--- config.mk ---
export PLATFORM = sky130hd
export DESIGN_NAME = frp_read_params
export DESIGN_NICKNAME = d
export VERILOG_FILES = /design/src/inc/frp_pkg.sv /design/src/hdl/frp_read_params.sv /design/src/hdl/frp_link_rx.sv
export VERILOG_INCLUDE_DIRS = /design/src /design/src/inc
export SDC_FILE = /design/constraint.sdc
export NUM_CORES = 1
export LEC_CHECK = 0
export ABC_CLOCK_PERIOD_IN_PS = 3250
export BUFFER_PORTS_ARGS = -buffer_cell sky130_fd_sc_hd__buf_2
export CAP_MARGIN = 5
export CORE_AREA = 2 2 121 99
export DETAILED_ROUTE_END_ITERATION = 6
export DIE_AREA = 0 0 123 101
export GPL_TIMING_DRIVEN = 0
export PLACE_DENSITY = 0.65
export SLEW_MARGIN = 30
export SYNTH_ARGS = -nofsm -noshare
export SYNTH_HDL_FRONTEND = slang
export SYNTH_SLANG_ARGS = --single-unit
--- constraint.sdc ---
create_clock -name ref_clk -period 3.25 [get_ports ref_clk]
set_input_delay 0.65 -clock ref_clk [delete_from_list [all_inputs] [get_ports ref_clk]]
set_output_delay 0.65 -clock ref_clk [all_outputs]
set_load 0.01 [all_outputs]
--- src/inc/frp_cfg.svh ---
// Constants of the flash read-parameter register block
`ifndef FRP_CFG_SVH
`define FRP_CFG_SVH

`define FRP_CMD_SET_PERSIST 8'h65
`define FRP_CMD_SET_VOL_A   8'hc0
`define FRP_CMD_SET_VOL_B   8'h63

`define FRP_RESET_VAL       8'h00
`define FRP_BIT_PIN_FUNC    7
`define FRP_BIT_DUMMY_HI    6
`define FRP_BIT_DUMMY_LO    3
`define FRP_BIT_WRAP        2
`define FRP_BIT_BURST_HI    1
`define FRP_BIT_BURST_LO    0

`define FRP_DUMMY_WIDE      4'h8
`define FRP_DUMMY_FOUR      4'h6
`define FRP_DUMMY_DUAL_IO   4'h4

`define FRP_BURST_MIN       7'h08
`define FRP_BITS_SINGLE     4'h1
`define FRP_BITS_FOUR       4'h4
`define FRP_BITS_BYTE       4'h8

`endif

--- src/inc/frp_pkg.sv ---
// Types shared by the read-parameter register block
package frp_pkg;

  typedef struct packed {
    logic       pin_function_select;
    logic [3:0] dummy;
    logic       wrap_boundary_enable;
    logic       burst_size_high;
    logic       burst_size_low;
  } frp_params_s;

  typedef enum logic [1:0] {
    FRP_ROLE_PAUSE   = 2'b00,
    FRP_ROLE_RESTART = 2'b01,
    FRP_ROLE_DATA    = 2'b10
  } frp_role_e;

  typedef enum logic [3:0] {
    FRP_RD_FAST          = 4'b0000,
    FRP_RD_DUAL_OUT      = 4'b0001,
    FRP_RD_DUAL_IO       = 4'b0010,
    FRP_RD_QUAD_OUT      = 4'b0011,
    FRP_RD_QUAD_IO       = 4'b0100,
    FRP_RD_UNIQUE_ID     = 4'b0101,
    FRP_RD_DISC_PARAM    = 4'b0110,
    FRP_RD_INFO_ROW      = 4'b0111
  } frp_read_kind_e;

  typedef enum logic [1:0] {
    FRP_ST_LOAD = 2'b00,
    FRP_ST_IDLE = 2'b01,
    FRP_ST_DATA = 2'b10,
    FRP_ST_SKIP = 2'b11
  } frp_state_e;

  typedef struct packed {
    logic       vld;
    logic       is_cmd;
    logic [7:0] data;
    logic       frame_end;
  } frp_rx_s;

endpackage : frp_pkg

--- src/hdl/frp_read_params.sv ---
// Read-parameter register pair with pin role, dummy and wrap decode
// Function
// Persistent and volatile eight-bit parameter copies
// Power-up copies persistent into volatile
// Bit 7 picks pause or restart pin
// Pin bit 0 pause, 1 restart
// Quad or four-line mode makes data line
// Dedicated restart enabled forces pause function
// 65h persistent, C0h/63h volatile, targeted only
// Bits 6:3 dummy count, zero means default
// Bits 1:0 burst 8/16/32/64 bytes
// Bit 2 wraps in burst, else array
// Host respects clock limit per dummy
// Defaults 8, 6, 4 by read type
// ID/discovery/info reads follow fast read
// Disable bit moves restart to shared pin
// Operation uses volatile copy
// Persistent write leaves volatile until reload
`include "frp_cfg.svh"
module frp_read_params
  import frp_pkg::*;
#(
  parameter int ADDR_W = 23
)(
  input  wire logic              ref_clk,
  input  wire logic              rst_n,
  input  wire logic              power_up_req,
  input  wire logic              sclk_pin,
  input  wire logic              cs_n_pin,
  input  wire logic [3:0]        io_pin,
  input  wire logic              quad_enable,
  input  wire logic              four_line_command_mode,
  input  wire logic              dedicated_pin_part,
  input  wire logic              dedicated_pin_disable,
  input  frp_read_kind_e         read_kind,
  input  wire logic [ADDR_W-1:0] cur_addr,
  output frp_params_s            persist_params,
  output frp_params_s            volatile_params,
  output frp_role_e              shared_pin_role,
  output logic                   dedicated_restart_active,
  output logic [3:0]             dummy_cycles,
  output logic [6:0]             burst_bytes,
  output logic                   wrap_active,
  output logic [ADDR_W-1:0]      next_addr,
  output logic                   load_busy
);

  typedef struct packed {
    frp_state_e        st;
    logic              to_nv;
    logic              pend_ok;
    frp_params_s       pend;
    frp_params_s       nv;
    frp_params_s       vol;
    frp_role_e         role;
    logic              ded_active;
    logic [3:0]        dummy;
    logic [6:0]        burst;
    logic              wrap;
    logic [ADDR_W-1:0] naddr;
  } frp_state_s;

  frp_state_s q, d;
  frp_rx_s    rx;
  logic       commit_nv;
  logic       commit_vol;
  logic       single_no_quad;

  frp_link_rx u_rx (
    .ref_clk   (ref_clk),
    .rst_n     (rst_n),
    .sclk_pin  (sclk_pin),
    .cs_n_pin  (cs_n_pin),
    .io_pin    (io_pin),
    .four_line (four_line_command_mode),
    .rx        (rx)
  );

  function automatic logic [3:0] dummy_for(
    input frp_read_kind_e kind,
    input logic [3:0]     field,
    input logic           four_line
  );
    logic [3:0] dflt;
    dflt = `FRP_DUMMY_WIDE;
    case (kind)
      FRP_RD_DUAL_IO: dflt = `FRP_DUMMY_DUAL_IO;
      FRP_RD_QUAD_IO: dflt = `FRP_DUMMY_FOUR;
      FRP_RD_FAST, FRP_RD_UNIQUE_ID, FRP_RD_DISC_PARAM, FRP_RD_INFO_ROW: begin
        // Side reads share the fast read setting
        dflt = four_line ? `FRP_DUMMY_FOUR : `FRP_DUMMY_WIDE;
      end
      default: dflt = `FRP_DUMMY_WIDE;
    endcase
    dummy_for = (field != 4'h0) ? field : dflt;
  endfunction : dummy_for

  function automatic logic [6:0] burst_of(input logic [1:0] sel);
    burst_of = 7'(`FRP_BURST_MIN << sel);
  endfunction : burst_of

  function automatic logic [ADDR_W-1:0] advance(
    input logic [ADDR_W-1:0] addr,
    input logic              wrap_en,
    input logic [6:0]        bytes
  );
    logic [ADDR_W-1:0] inc;
    logic [ADDR_W-1:0] mask;
    inc = ADDR_W'(addr + 1'b1);
    mask = ADDR_W'(bytes - 7'h01);
    // Plain increment rolls over at the array end
    if (wrap_en) begin
      advance = (addr & ~mask) | (inc & mask);
    end else begin
      advance = inc;
    end
  endfunction : advance

  assign single_no_quad = !quad_enable && !four_line_command_mode;
  assign commit_nv  = rx.frame_end && q.pend_ok && q.to_nv;
  assign commit_vol = rx.frame_end && q.pend_ok && !q.to_nv;

  always_comb begin
    d = q;
    case (q.st)
      FRP_ST_LOAD: begin
        d.vol = q.nv;
        d.st = FRP_ST_IDLE;
      end
      FRP_ST_IDLE: begin
        if (rx.vld && rx.is_cmd) begin
          d.st = FRP_ST_SKIP;
          if (rx.data == `FRP_CMD_SET_PERSIST) begin
            d.to_nv = 1'b1;
            d.st = FRP_ST_DATA;
          end else if (rx.data == `FRP_CMD_SET_VOL_A ||
                       rx.data == `FRP_CMD_SET_VOL_B) begin
            d.to_nv = 1'b0;
            d.st = FRP_ST_DATA;
          end
        end
      end
      FRP_ST_DATA: begin
        if (rx.vld) begin
          d.pend = frp_params_s'(rx.data);
          d.pend_ok = 1'b1;
          d.st = FRP_ST_SKIP;
        end else if (rx.frame_end) begin
          d.st = FRP_ST_IDLE;
        end
      end
      FRP_ST_SKIP: begin
        // Extra bytes after the data byte are ignored
        if (rx.frame_end) begin
          d.st = FRP_ST_IDLE;
          d.pend_ok = 1'b0;
        end
      end
      default: d.st = FRP_ST_IDLE;
    endcase
    // Only the targeted copy changes; a short frame writes nothing
    if (commit_nv) begin
      d.nv = q.pend;
    end
    if (commit_vol) begin
      d.vol = q.pend;
    end
    if (rx.frame_end && q.st != FRP_ST_LOAD && q.st != FRP_ST_SKIP) begin
      d.st = FRP_ST_IDLE;
      d.pend_ok = 1'b0;
    end
    if (power_up_req) begin
      d.st = FRP_ST_LOAD;
      d.pend_ok = 1'b0;
    end
    d.ded_active = dedicated_pin_part && !dedicated_pin_disable;
    if (!single_no_quad) begin
      d.role = FRP_ROLE_DATA;
    end else if (dedicated_pin_part && !dedicated_pin_disable) begin
      d.role = FRP_ROLE_PAUSE;
    end else if (q.vol.pin_function_select) begin
      d.role = FRP_ROLE_RESTART;
    end else begin
      d.role = FRP_ROLE_PAUSE;
    end
    d.dummy = dummy_for(read_kind, q.vol.dummy, four_line_command_mode);
    d.burst = burst_of({q.vol.burst_size_high, q.vol.burst_size_low});
    d.wrap = q.vol.wrap_boundary_enable;
    d.naddr = advance(cur_addr, q.vol.wrap_boundary_enable,
                      burst_of({q.vol.burst_size_high, q.vol.burst_size_low}));
  end

  always_ff @(posedge ref_clk) begin
    if (!rst_n) begin
      q.st <= FRP_ST_LOAD;
      q.to_nv <= 1'b0;
      q.pend_ok <= 1'b0;
      q.pend <= frp_params_s'(`FRP_RESET_VAL);
      q.nv <= frp_params_s'(`FRP_RESET_VAL);
      q.vol <= frp_params_s'(`FRP_RESET_VAL);
      q.role <= FRP_ROLE_PAUSE;
      q.ded_active <= 1'b0;
      q.dummy <= `FRP_DUMMY_WIDE;
      q.burst <= `FRP_BURST_MIN;
      q.wrap <= 1'b0;
      q.naddr <= '0;
    end else begin
      q <= d;
    end
  end

  assign persist_params = q.nv;
  assign volatile_params = q.vol;
  assign shared_pin_role = q.role;
  assign dedicated_restart_active = q.ded_active;
  assign dummy_cycles = q.dummy;
  assign burst_bytes = q.burst;
  assign wrap_active = q.wrap;
  assign next_addr = q.naddr;
  assign load_busy = (q.st == FRP_ST_LOAD);
endmodule : frp_read_params

--- src/hdl/frp_link_rx.sv ---
// Serial link receiver: pin synchronisers and byte assembly
`include "frp_cfg.svh"
module frp_link_rx
  import frp_pkg::*;
(
  input  wire logic       ref_clk,
  input  wire logic       rst_n,
  input  wire logic       sclk_pin,
  input  wire logic       cs_n_pin,
  input  wire logic [3:0] io_pin,
  input  wire logic       four_line,
  output frp_rx_s         rx
);

  typedef struct packed {
    logic [1:0] sclk_s;
    logic [1:0] cs_s;
    logic [3:0] io_a;
    logic [3:0] io_b;
    logic       sclk_last;
    logic       in_frame;
    logic       first;
    logic [3:0] cnt;
    logic [7:0] sh;
    frp_rx_s    out;
  } frp_rx_state_s;

  frp_rx_state_s q, d;
  logic [3:0]    step;
  logic [7:0]    sh_n;

  always_comb begin
    d = q;
    step = four_line ? `FRP_BITS_FOUR : `FRP_BITS_SINGLE;
    sh_n = four_line ? {q.sh[3:0], q.io_b} : {q.sh[6:0], q.io_b[0]};
    // First stages feed only the second stages
    d.sclk_s = {q.sclk_s[0], sclk_pin};
    d.cs_s   = {q.cs_s[0], cs_n_pin};
    d.io_a   = io_pin;
    d.io_b   = q.io_a;
    d.sclk_last = q.sclk_s[1];
    d.out.vld = 1'b0;
    d.out.frame_end = 1'b0;
    if (q.cs_s[1]) begin
      // Deselect ends the frame and drops any partial byte
      d.out.frame_end = q.in_frame;
      d.in_frame = 1'b0;
      d.first = 1'b1;
      d.cnt = 4'h0;
    end else begin
      d.in_frame = 1'b1;
      if (q.sclk_s[1] && !q.sclk_last) begin
        d.sh = sh_n;
        if (q.cnt + step == `FRP_BITS_BYTE) begin
          d.cnt = 4'h0;
          d.first = 1'b0;
          d.out.vld = 1'b1;
          d.out.is_cmd = q.first;
          d.out.data = sh_n;
        end else begin
          d.cnt = 4'(q.cnt + step);
        end
      end
    end
  end

  always_ff @(posedge ref_clk) begin
    if (!rst_n) begin
      q <= '{sclk_s: 2'h0, cs_s: 2'h3, io_a: 4'h0, io_b: 4'h0,
             sclk_last: 1'b0, in_frame: 1'b0, first: 1'b1,
             cnt: 4'h0, sh: 8'h00, out: '0};
    end else begin
      q <= d;
    end
  end

  assign rx = q.out;

endmodule : frp_link_rx

; ---- Yosys cells after proc, flatten, opt, wreduce, memory -nomap -nowiden
; Cells that the tools add are included.
[word_totals]
word_cells = 129
register_bits = 104
romBits = 0
memories = 0
output_inout_bits = 55
latchBits = 0
ram_bits = 0
in_bits = 40
[op_classes]
reduce_logical = 35
multipliers = 0
n_bitwise = 8
div = 0
shift = 1
order_cmp = 0
n_eq_ne = 17
mux = 26
addsub = 3
[ops]
columns = op, count
row1 = $and 23x23->23, 2
row2 = $mux 23, 2
row3 = $mux 8, 3
row4 = $add 23x1->23 const B, 1
row5 = $not 23->23, 1
row6 = $or 23x23->23, 1
row7 = $eq 4x3->1 const B, 4
row8 = $eq 8x7->1 const B, 2
row9 = $mux 4, 3
row10 = $pmux 4 s3, 1
row11 = $mux 10, 1
row12 = $logic_and 1x1->1, 9
row13 = $mux 3, 3
row14 = $mux 9, 1
row15 = $reduce_and 3->1, 3
row16 = $reduce_or 3->1, 3
row17 = $eq 8x8->1 const B, 1
row18 = $mux 2, 4
row19 = $pmux 2 s4, 1
row20 = $reduce_and 2->1, 4
row21 = $reduce_bool 2->1, 4
row22 = $sub 7x1->8 const B, 1
row23 = $shl 4x2->7 const A, 1
row24 = $mux 6, 1
row25 = 18 further kinds, 33

; ---- Depth between registers and ports, before layout
; Gate-level depths: netlist of the first run.
[logic_depth]
ltp_word = 7
depth_mapped = 9
ltp_nobuf = 7

; ---- Hierarchy
; Synthesis of the first run repeated with hierarchy kept, for this count alone.
[unflattened]
cells_unflattened = 487
area_unflattened_um2 = 4551.9
[modules_own_cells]
columns = mod, instances, area_each_um2, cells_per_inst, seq_area_each_um2
row1 = frp_read_params, 1, 3090.5, 351, 1261.2
row2 = frp_link_rx, 1, 1461.4, 136, 740.7

; ---- Worst setup path after synthesis of the first run
; No wires, ideal clock.
[synth_timing]
kind = input port to flip-flop
startpoint = input port four_line_command_mode
endpoint = register u_rx.q, in the netlist u_rx.rx[1]
cell_stages = 9
setup_slack_ns = 0.584
path_buffers = 2
setup_time_ns = 0.072
t_required_ns = 3.178
arrival_ns = 2.595
cell_sequence = clkbuf_1 -> inv_1 -> ha_1 -> ha_1 -> xor2_1 -> nor4b_4 -> and2_1 -> buf_2 -> mux2i_1
[synth_via]
elab_chain_len = 4
[synth_rtl]
columns = item, line
row1 = "start, declared", frp_read_params.sv:32  ; input wire logic four_line_command_mode,
row2 = $mux 3 (no line), --
row3 = $add 4x4->4, frp_link_rx.sv:54  ; if (q.cnt + step == `FRP_BITS_BYTE) begin
row4 = $eq 4x4->1 (no line), --
row5 = $reduce_and 3->1 (no line), --
row6 = "end signal, assigned", frp_link_rx.sv:69  ; q <= '{sclk_s: 2'h0, cs_s: 2'h3, io_a: 4'h0, io_b: 4'h0,
row7 = "end, declared", frp_link_rx.sv:28  ; frp_rx_state_s q, d;
; Every way passes these cells.
; A chain may end at the register's enable or synchronous reset.

; ---- Worst setup path after layout of the first run
; Same ends and word-level chain as after synthesis.

==> metrics.txt, run 1 <==
Worst Hold Launch=u_rx.d[35]; Setup TNS=0 ns; Multi-input gate area=0.00194 sq mm; Post-synth EDFFs=0; vias in the first global route=3,345; CTS clock-pin slew for the worst setup and hold paths=0.06 ns; Worst Setup SP=four_line_command_mode; initial core utilization=39.1%; I/O Pins=95; CTS root buffer=clkbuf_16; Finished Layout Cells=736; Hold-fix buffers, CTS=0; RSZ-0062 raised after global routing=no; # port buffers=90; #FFs+latches synth=100; gr usage total=16.6%; worst hold slack=0.408 ns; antenna cells=0; Static Leakage=2.46 nW; Worst-Skew Late Latency=0.34 ns; r2r worst-path depth=7; FF/Latch Area=0.00200 sq mm; drt drc=0; Post-synth top flop=dfxtp_1; hold path cells=1; sequential fraction of the synthesis area=45.3%; core area=0.0113 sq mm; start of the worst register-to-register path=u_rx.q[19]; total number of vias=3,591; hpwl dp=7470 um; Yosys top cell area share=45.3%; die area=0.0124 sq mm; number of nets with antenna violations after routing=0; asr flop ratio synth=0%; Pre-Repair DR Iteration Count=4; Starting DRT DRC Count=135; via/cell ratio=4.88; Worst Path Arrival=3.24 ns; Yosys top cell by area=dfxtp_1; Slew @ Worst Pin=0.779 ns; Clock Skew=0.00763 ns; CTS buffer count=9; Placed Instances=722; gp weighted congestion=0.811; Overflow after GRT=0; CTS max path bufs=2; clk sinks=100; P&R area growth vs syn=21.7%; outcome=completed; PostCTS Resize Cnt=0; largest net degree at the start of global routing=15; first-pass GRT wire length=15,900 um; # rows=35; CP Max Fanout=10; Post CTS Setup Buffer Count=0; routed wire length=9860 um; critical path class=input port to flop; share of cells above drive strength 1=28.1%; # fillers=1,099; min cycle time layout=2.97 ns; pre-CTS setup slack=-0.0811 ns; WL/cell=13.4 um; final setup violation count=0; most frequent cells in the layout=dfxtp_1, buf_2, nor2_1; final worst-path cycle share=91.2%; commonest non-fill, non-tap cell in the layout=dfxtp_1; final hold vios=0; largest cells by area after synthesis=dfxtp_1, buf_4, mux2i_1; Slew HR=48.1%; Pwr Total=2.56 mW; Req. time, crit path=3.52 ns; Startpoint Class=input port; cell area power density=477 mW/mm^2; die width=123 um; number of distinct library cells after synthesis=46; final slew viol count=0; area of the mapped netlist=0.00442 sq mm; Final WS setup=0.285 ns; Max IR drop VDD=0.209 mV; initial antenna violation count=0; top achievable clock speed=0.337 GHz; CTS tree=yes; syn avg cell area=9.16 sq um; Hold WC Path Type=flop to flop; Syn. warnings=0; maxcap violations=0; Gate Count Post-Synth=482; endpoint type of the worst setup path=flop; height of the die=101 um; CTS H-tree lvls=3; Final #Nets=630
[critical path: stages]
cell and delay [ns]:
buf_2 0.15, clkbuf_1 0.61, inv_1 0.10, ha_1 0.24, ha_1 0.20, xor2_1 0.20, nor4b_4 0.46, and2_1 0.19
buf_2 0.21, mux2i_1 0.21
[layout make-up]
class | count | share of cell area [%]
Multi-Input combinational cell | 306 | 36.1
Inverter | 7 | 0.489
Clock buffer | 13 | 5.21
Tap cell | 148 | 3.44
Buffer | 71 | 8.61
Sequential cell | 100 | 37.2
Timing Repair Buffer | 90 | 8.38
Clock inverter | 1 | 0.559
[layer usage]
| metal | track usage [%] | part of all wire [%] |
|---|---|---|
| met5 | 0 | 0 |
| met4 | 5.94 | 1.4 |
| met3 | 4.69 | 6.0 |
| met2 | 26.6 | 46 |
| met1 | 21.3 | 46 |
[flip-flops by register name, summed over array words and instances, names as in the netlist, 7 cells and up]
register	flops
next_addr	23
u_rx.q	19
q	12
u_rx.rx	11
persist_params	8
volatile_params	8
u_rx.d	7
[worst paths after layout]
path	endpoint	slack [ns]
setup / recovery	u_rx.rx[1]	0.28
setup reg to reg	u_rx.rx[1]	1.21
hold / removal	u_rx.q[35]	0.41
hold reg to reg	u_rx.q[35]	0.41
[where the power goes]
group	leakage, nW	internal (mW)	switching (mW)
clock network	0.154	0.672	0.426
registers	0.816	1.25	0.00896
logic	1.49	0.0922	0.109
[per-stage QoR]
stage / utilization [%] / area, sq um
after CTS: 47.5 / 5370
after floorplan: - / 4420
final: 47.6 / 5380
after detailed placement: 44.8 / 5060
after global placement: 44.8 / 5060
after global routing: 47.6 / 5380
[synth_stat cells (all sizes together), types with 3 or more instances]
cell and number:
a311oi 8, a21oi 19, xnor2 10, ha 5, clkbuf 18, mux2i 34, a211oi 14, nor4 3
nor3 4, a31oi 3, nand4 6, nor2 55, nor2b 3, inv 7, a2111oi 3, nand2 40
dfxtp 100, nand3 14, o21ai 12, nand3b 3, and2 16, nand2b 18, and3 4, o31ai 4
buf 53, and4 3, or3 3, or4 4
[kinds of logic after synthesis]
kind of cell | synth area share [%]
AOI/OAI and AO/OA | 10.7
xor gates and xnor gates | 2.38
adders and majority gates | 1.64
buffers and inverters | 11.1
DFF | 45.3
muxes | 7.71
other | 0.0849
and+or+nand+nor | 21.1
No activity file was read; power rests on OpenSTA's default activity.
==> inputs of run 2 (changes only) <==
--- a/config.mk
+++ b/config.mk
@@ -10,6 +10,7 @@
 export BUFFER_PORTS_ARGS = -buffer_cell sky130_fd_sc_hd__buf_2
 export CAP_MARGIN = 5
 export CORE_AREA = 2 2 121 99
+export CTS_BUF_LIST = sky130_fd_sc_hd__clkbuf_2 sky130_fd_sc_hd__clkbuf_4 sky130_fd_sc_hd__clkbuf_8
 export DETAILED_ROUTE_END_ITERATION = 6
 export DIE_AREA = 0 0 123 101
 export GPL_TIMING_DRIVEN = 0
==> run 2 against run 1 <==
Compared with the run above: non-clock buffer count stayed put; first-iteration DRC count is 9.6% higher; power is 11% lower; cell count stayed put; via count is 0.53% higher; utilization is 0.90 points lower; sequential power hardly changed; highest routed layer unchanged; critical path type unchanged; global-route usage is 0.29 points lower; flip-flop and latch count stayed put.
==> metrics.txt, run 2 (synthesis results as in run 1) <==
initial core utilization=39.1% (unchanged); sequential share of power=55.1% (was 49.3%); PostCTS Resize Cnt=0 (unchanged); initial antenna violation count=0 (unchanged); antenna cells=0 (unchanged); CP cell instances=buf_2 > clkbuf_1 > inv_1 > ha_1 > ha_1 > xor2_1 > nor4b_4 > and2_1 > buf_2 > mux2i_1 (unchanged); largest net degree at the start of global routing=15 (unchanged); instance count on the critical path=10 (unchanged); die width=123 um (unchanged); Hold-fix buffers, CTS=0 (unchanged); Psw=0.512 mW (was 0.544 mW); share of cells above drive strength 1=28.1% (unchanged); via/cell ratio=4.90 (was 4.88); Final #Nets=630 (unchanged); Setup TNS=0 ns (unchanged); WL/cell=13.5 um (was 13.4 um); Startpoint Class=input port (unchanged); max reg flops=23 (unchanged); Worst path slowest cell=clkbuf_1 (unchanged); final hold vios=0 (unchanged); Clock Skew=0.0155 ns (was 0.00763 ns); Static Leakage=2.41 nW (was 2.46 nW); drt drc=0 (unchanged); Pre-Repair DR Iteration Count=4 (unchanged); routed wire length=9910 um (was 9860 um); pre-CTS setup slack=-0.0811 ns (unchanged); core area=0.0113 sq mm (unchanged); min cycle time layout=2.96 ns (was 2.97 ns); CTS tree=yes (unchanged); Req. time, crit path=3.54 ns (was 3.52 ns); critical path class=input port to flop (unchanged); Worst-Skew Late Latency=0.37 ns (was 0.34 ns); hpwl dp=7470 um (unchanged); clock share of power=36.1% (was 42.8%); RSZ-0062 raised after global routing=no (unchanged); Starting DRT DRC Count=148 (was 135); sw frac=22.4% (was 21.2%); number of nets with antenna violations after routing=0 (unchanged); CTS buffer count=9 (unchanged); # rows=35 (unchanged); Worst Path Arrival=3.25 ns (was 3.24 ns); Max IR drop VDD=0.277 mV (was 0.209 mV); top achievable clock speed=0.338 GHz (was 0.337 GHz); CP top delay family=buffers and inverters (unchanged); power share of the combinational group=8.8% (was 7.9%); clk sinks=100 (unchanged); maxcap violations=0 (unchanged); P&R area growth vs syn=19.4% (was 21.7%); commonest non-fill, non-tap cell in the layout=dfxtp_1 (unchanged); CTS H-tree lvls=3 (unchanged); final worst-path cycle share=90.9% (was 91.2%); outcome=completed (unchanged); CTS clock-pin slew for the worst setup and hold paths=0.09 ns (was 0.06 ns); Post CTS Setup Buffer Count=0 (unchanged); height of the die=101 um (unchanged); final slew viol count=0 (unchanged); Final WS setup=0.295 ns (was 0.285 ns); r2r worst-path depth=7 (unchanged); die area=0.0124 sq mm (unchanged); total number of vias=3,610 (was 3,591); I/O Pins=95 (unchanged); # port buffers=90 (unchanged); vias in the first global route=3,365 (was 3,345); # fillers=1,110 (was 1,099); hold path cells=1 (unchanged); gr usage total=16.3% (was 16.6%); Slew @ Worst Pin=0.789 ns (was 0.779 ns); Slew HR=47.4% (was 48.1%); CP Max Fanout=10 (unchanged); max incr delay on CP=0.62 ns (was 0.61 ns); Internal=1.78 mW (was 2.02 mW); CTS root buffer=clkbuf_8 (was clkbuf_16); final setup violation count=0 (unchanged); first-pass GRT wire length=15,800 um (was 15,900 um); most frequent cells in the layout=dfxtp_1, buf_2, nor2_1 (unchanged); Hold WC Path Type=flop to flop (unchanged); endpoint type of the worst setup path=flop (unchanged); gp weighted congestion=0.811 (unchanged); cell area power density=434 mW/mm^2 (was 477 mW/mm^2); CTS max path bufs=2 (unchanged); Buf/Inv on CP=4 (unchanged); Overflow after GRT=0 (unchanged)
run 2: cell counts in the layout (fill, tap and decap cells not counted):
No cell type changed its count.
run 2: metrics by stage:
stage,hold WS [ns],instances,utilization (%),area [sq um],total power [mW]
floorplan,0.386,484,-,4420,1.41
global placement,0.392,722,44.8,5060,1.49
detailed placement,0.406,722,44.8,5060,1.49
CTS,0.417,736,46.6,5270,2.31
global route,0.441,736,46.7,5280,2.39
finish,0.408,736,46.7,5280,2.29
run 2: final timing paths:
path / to / slack, ns / from
worst max-delay path: u_rx.rx[1] / 0.29 / four_line_command_mode
worst max register to register: u_rx.rx[1] / 1.21 / u_rx.q[19]
worst min register to register: u_rx.q[35] / 0.41 / u_rx.d[35]
worst min-delay path: u_rx.q[35] / 0.41 / u_rx.d[35]
run 2: power by group through the flow:
stage                     clock network [mW]  logic, mW  registers, mW
final                                  0.825      0.202           1.26
after global routing                   0.896      0.224           1.27
after CTS                              0.847      0.202           1.26
after detailed placement                   0      0.201           1.29
after global placement                     0      0.198           1.29
after floorplan                            0      0.120           1.29
run 2: layout make-up:
class | count | area (sq um) | share of cell area, %
Buffer | 71 | 463 | 8.78
Clock inverter | 1 | 30.0 | 0.569
Timing Repair Buffer | 90 | 450 | 8.54
Tap cell | 148 | 185 | 3.51
Inverter | 7 | 26.3 | 0.498
Clock buffer | 13 | 179 | 3.39
Sequential cell | 100 | 2000 | 38.0
Multi-Input combinational cell | 306 | 1940 | 36.8
run 2: worst register-to-register path, stage by stage, from the launching register on:
cell     delay (ns)
dfxtp_1        0.32
ha_1           0.19
ha_1           0.20
xor2_1         0.20
nor4b_4        0.46
and2_1         0.19
buf_2          0.21
mux2i_1        0.21
run 2: routing by layer:
layer  vias to the layer above  GRT usage (%)  part of all wire [%]
met4                         0           4.37                  0.88
li1                       1816              -                     -
met1                      1687           21.1                    46
met3                         8           4.52                   6.8
met5                         -              0                     0
met2                        99           26.6                    46
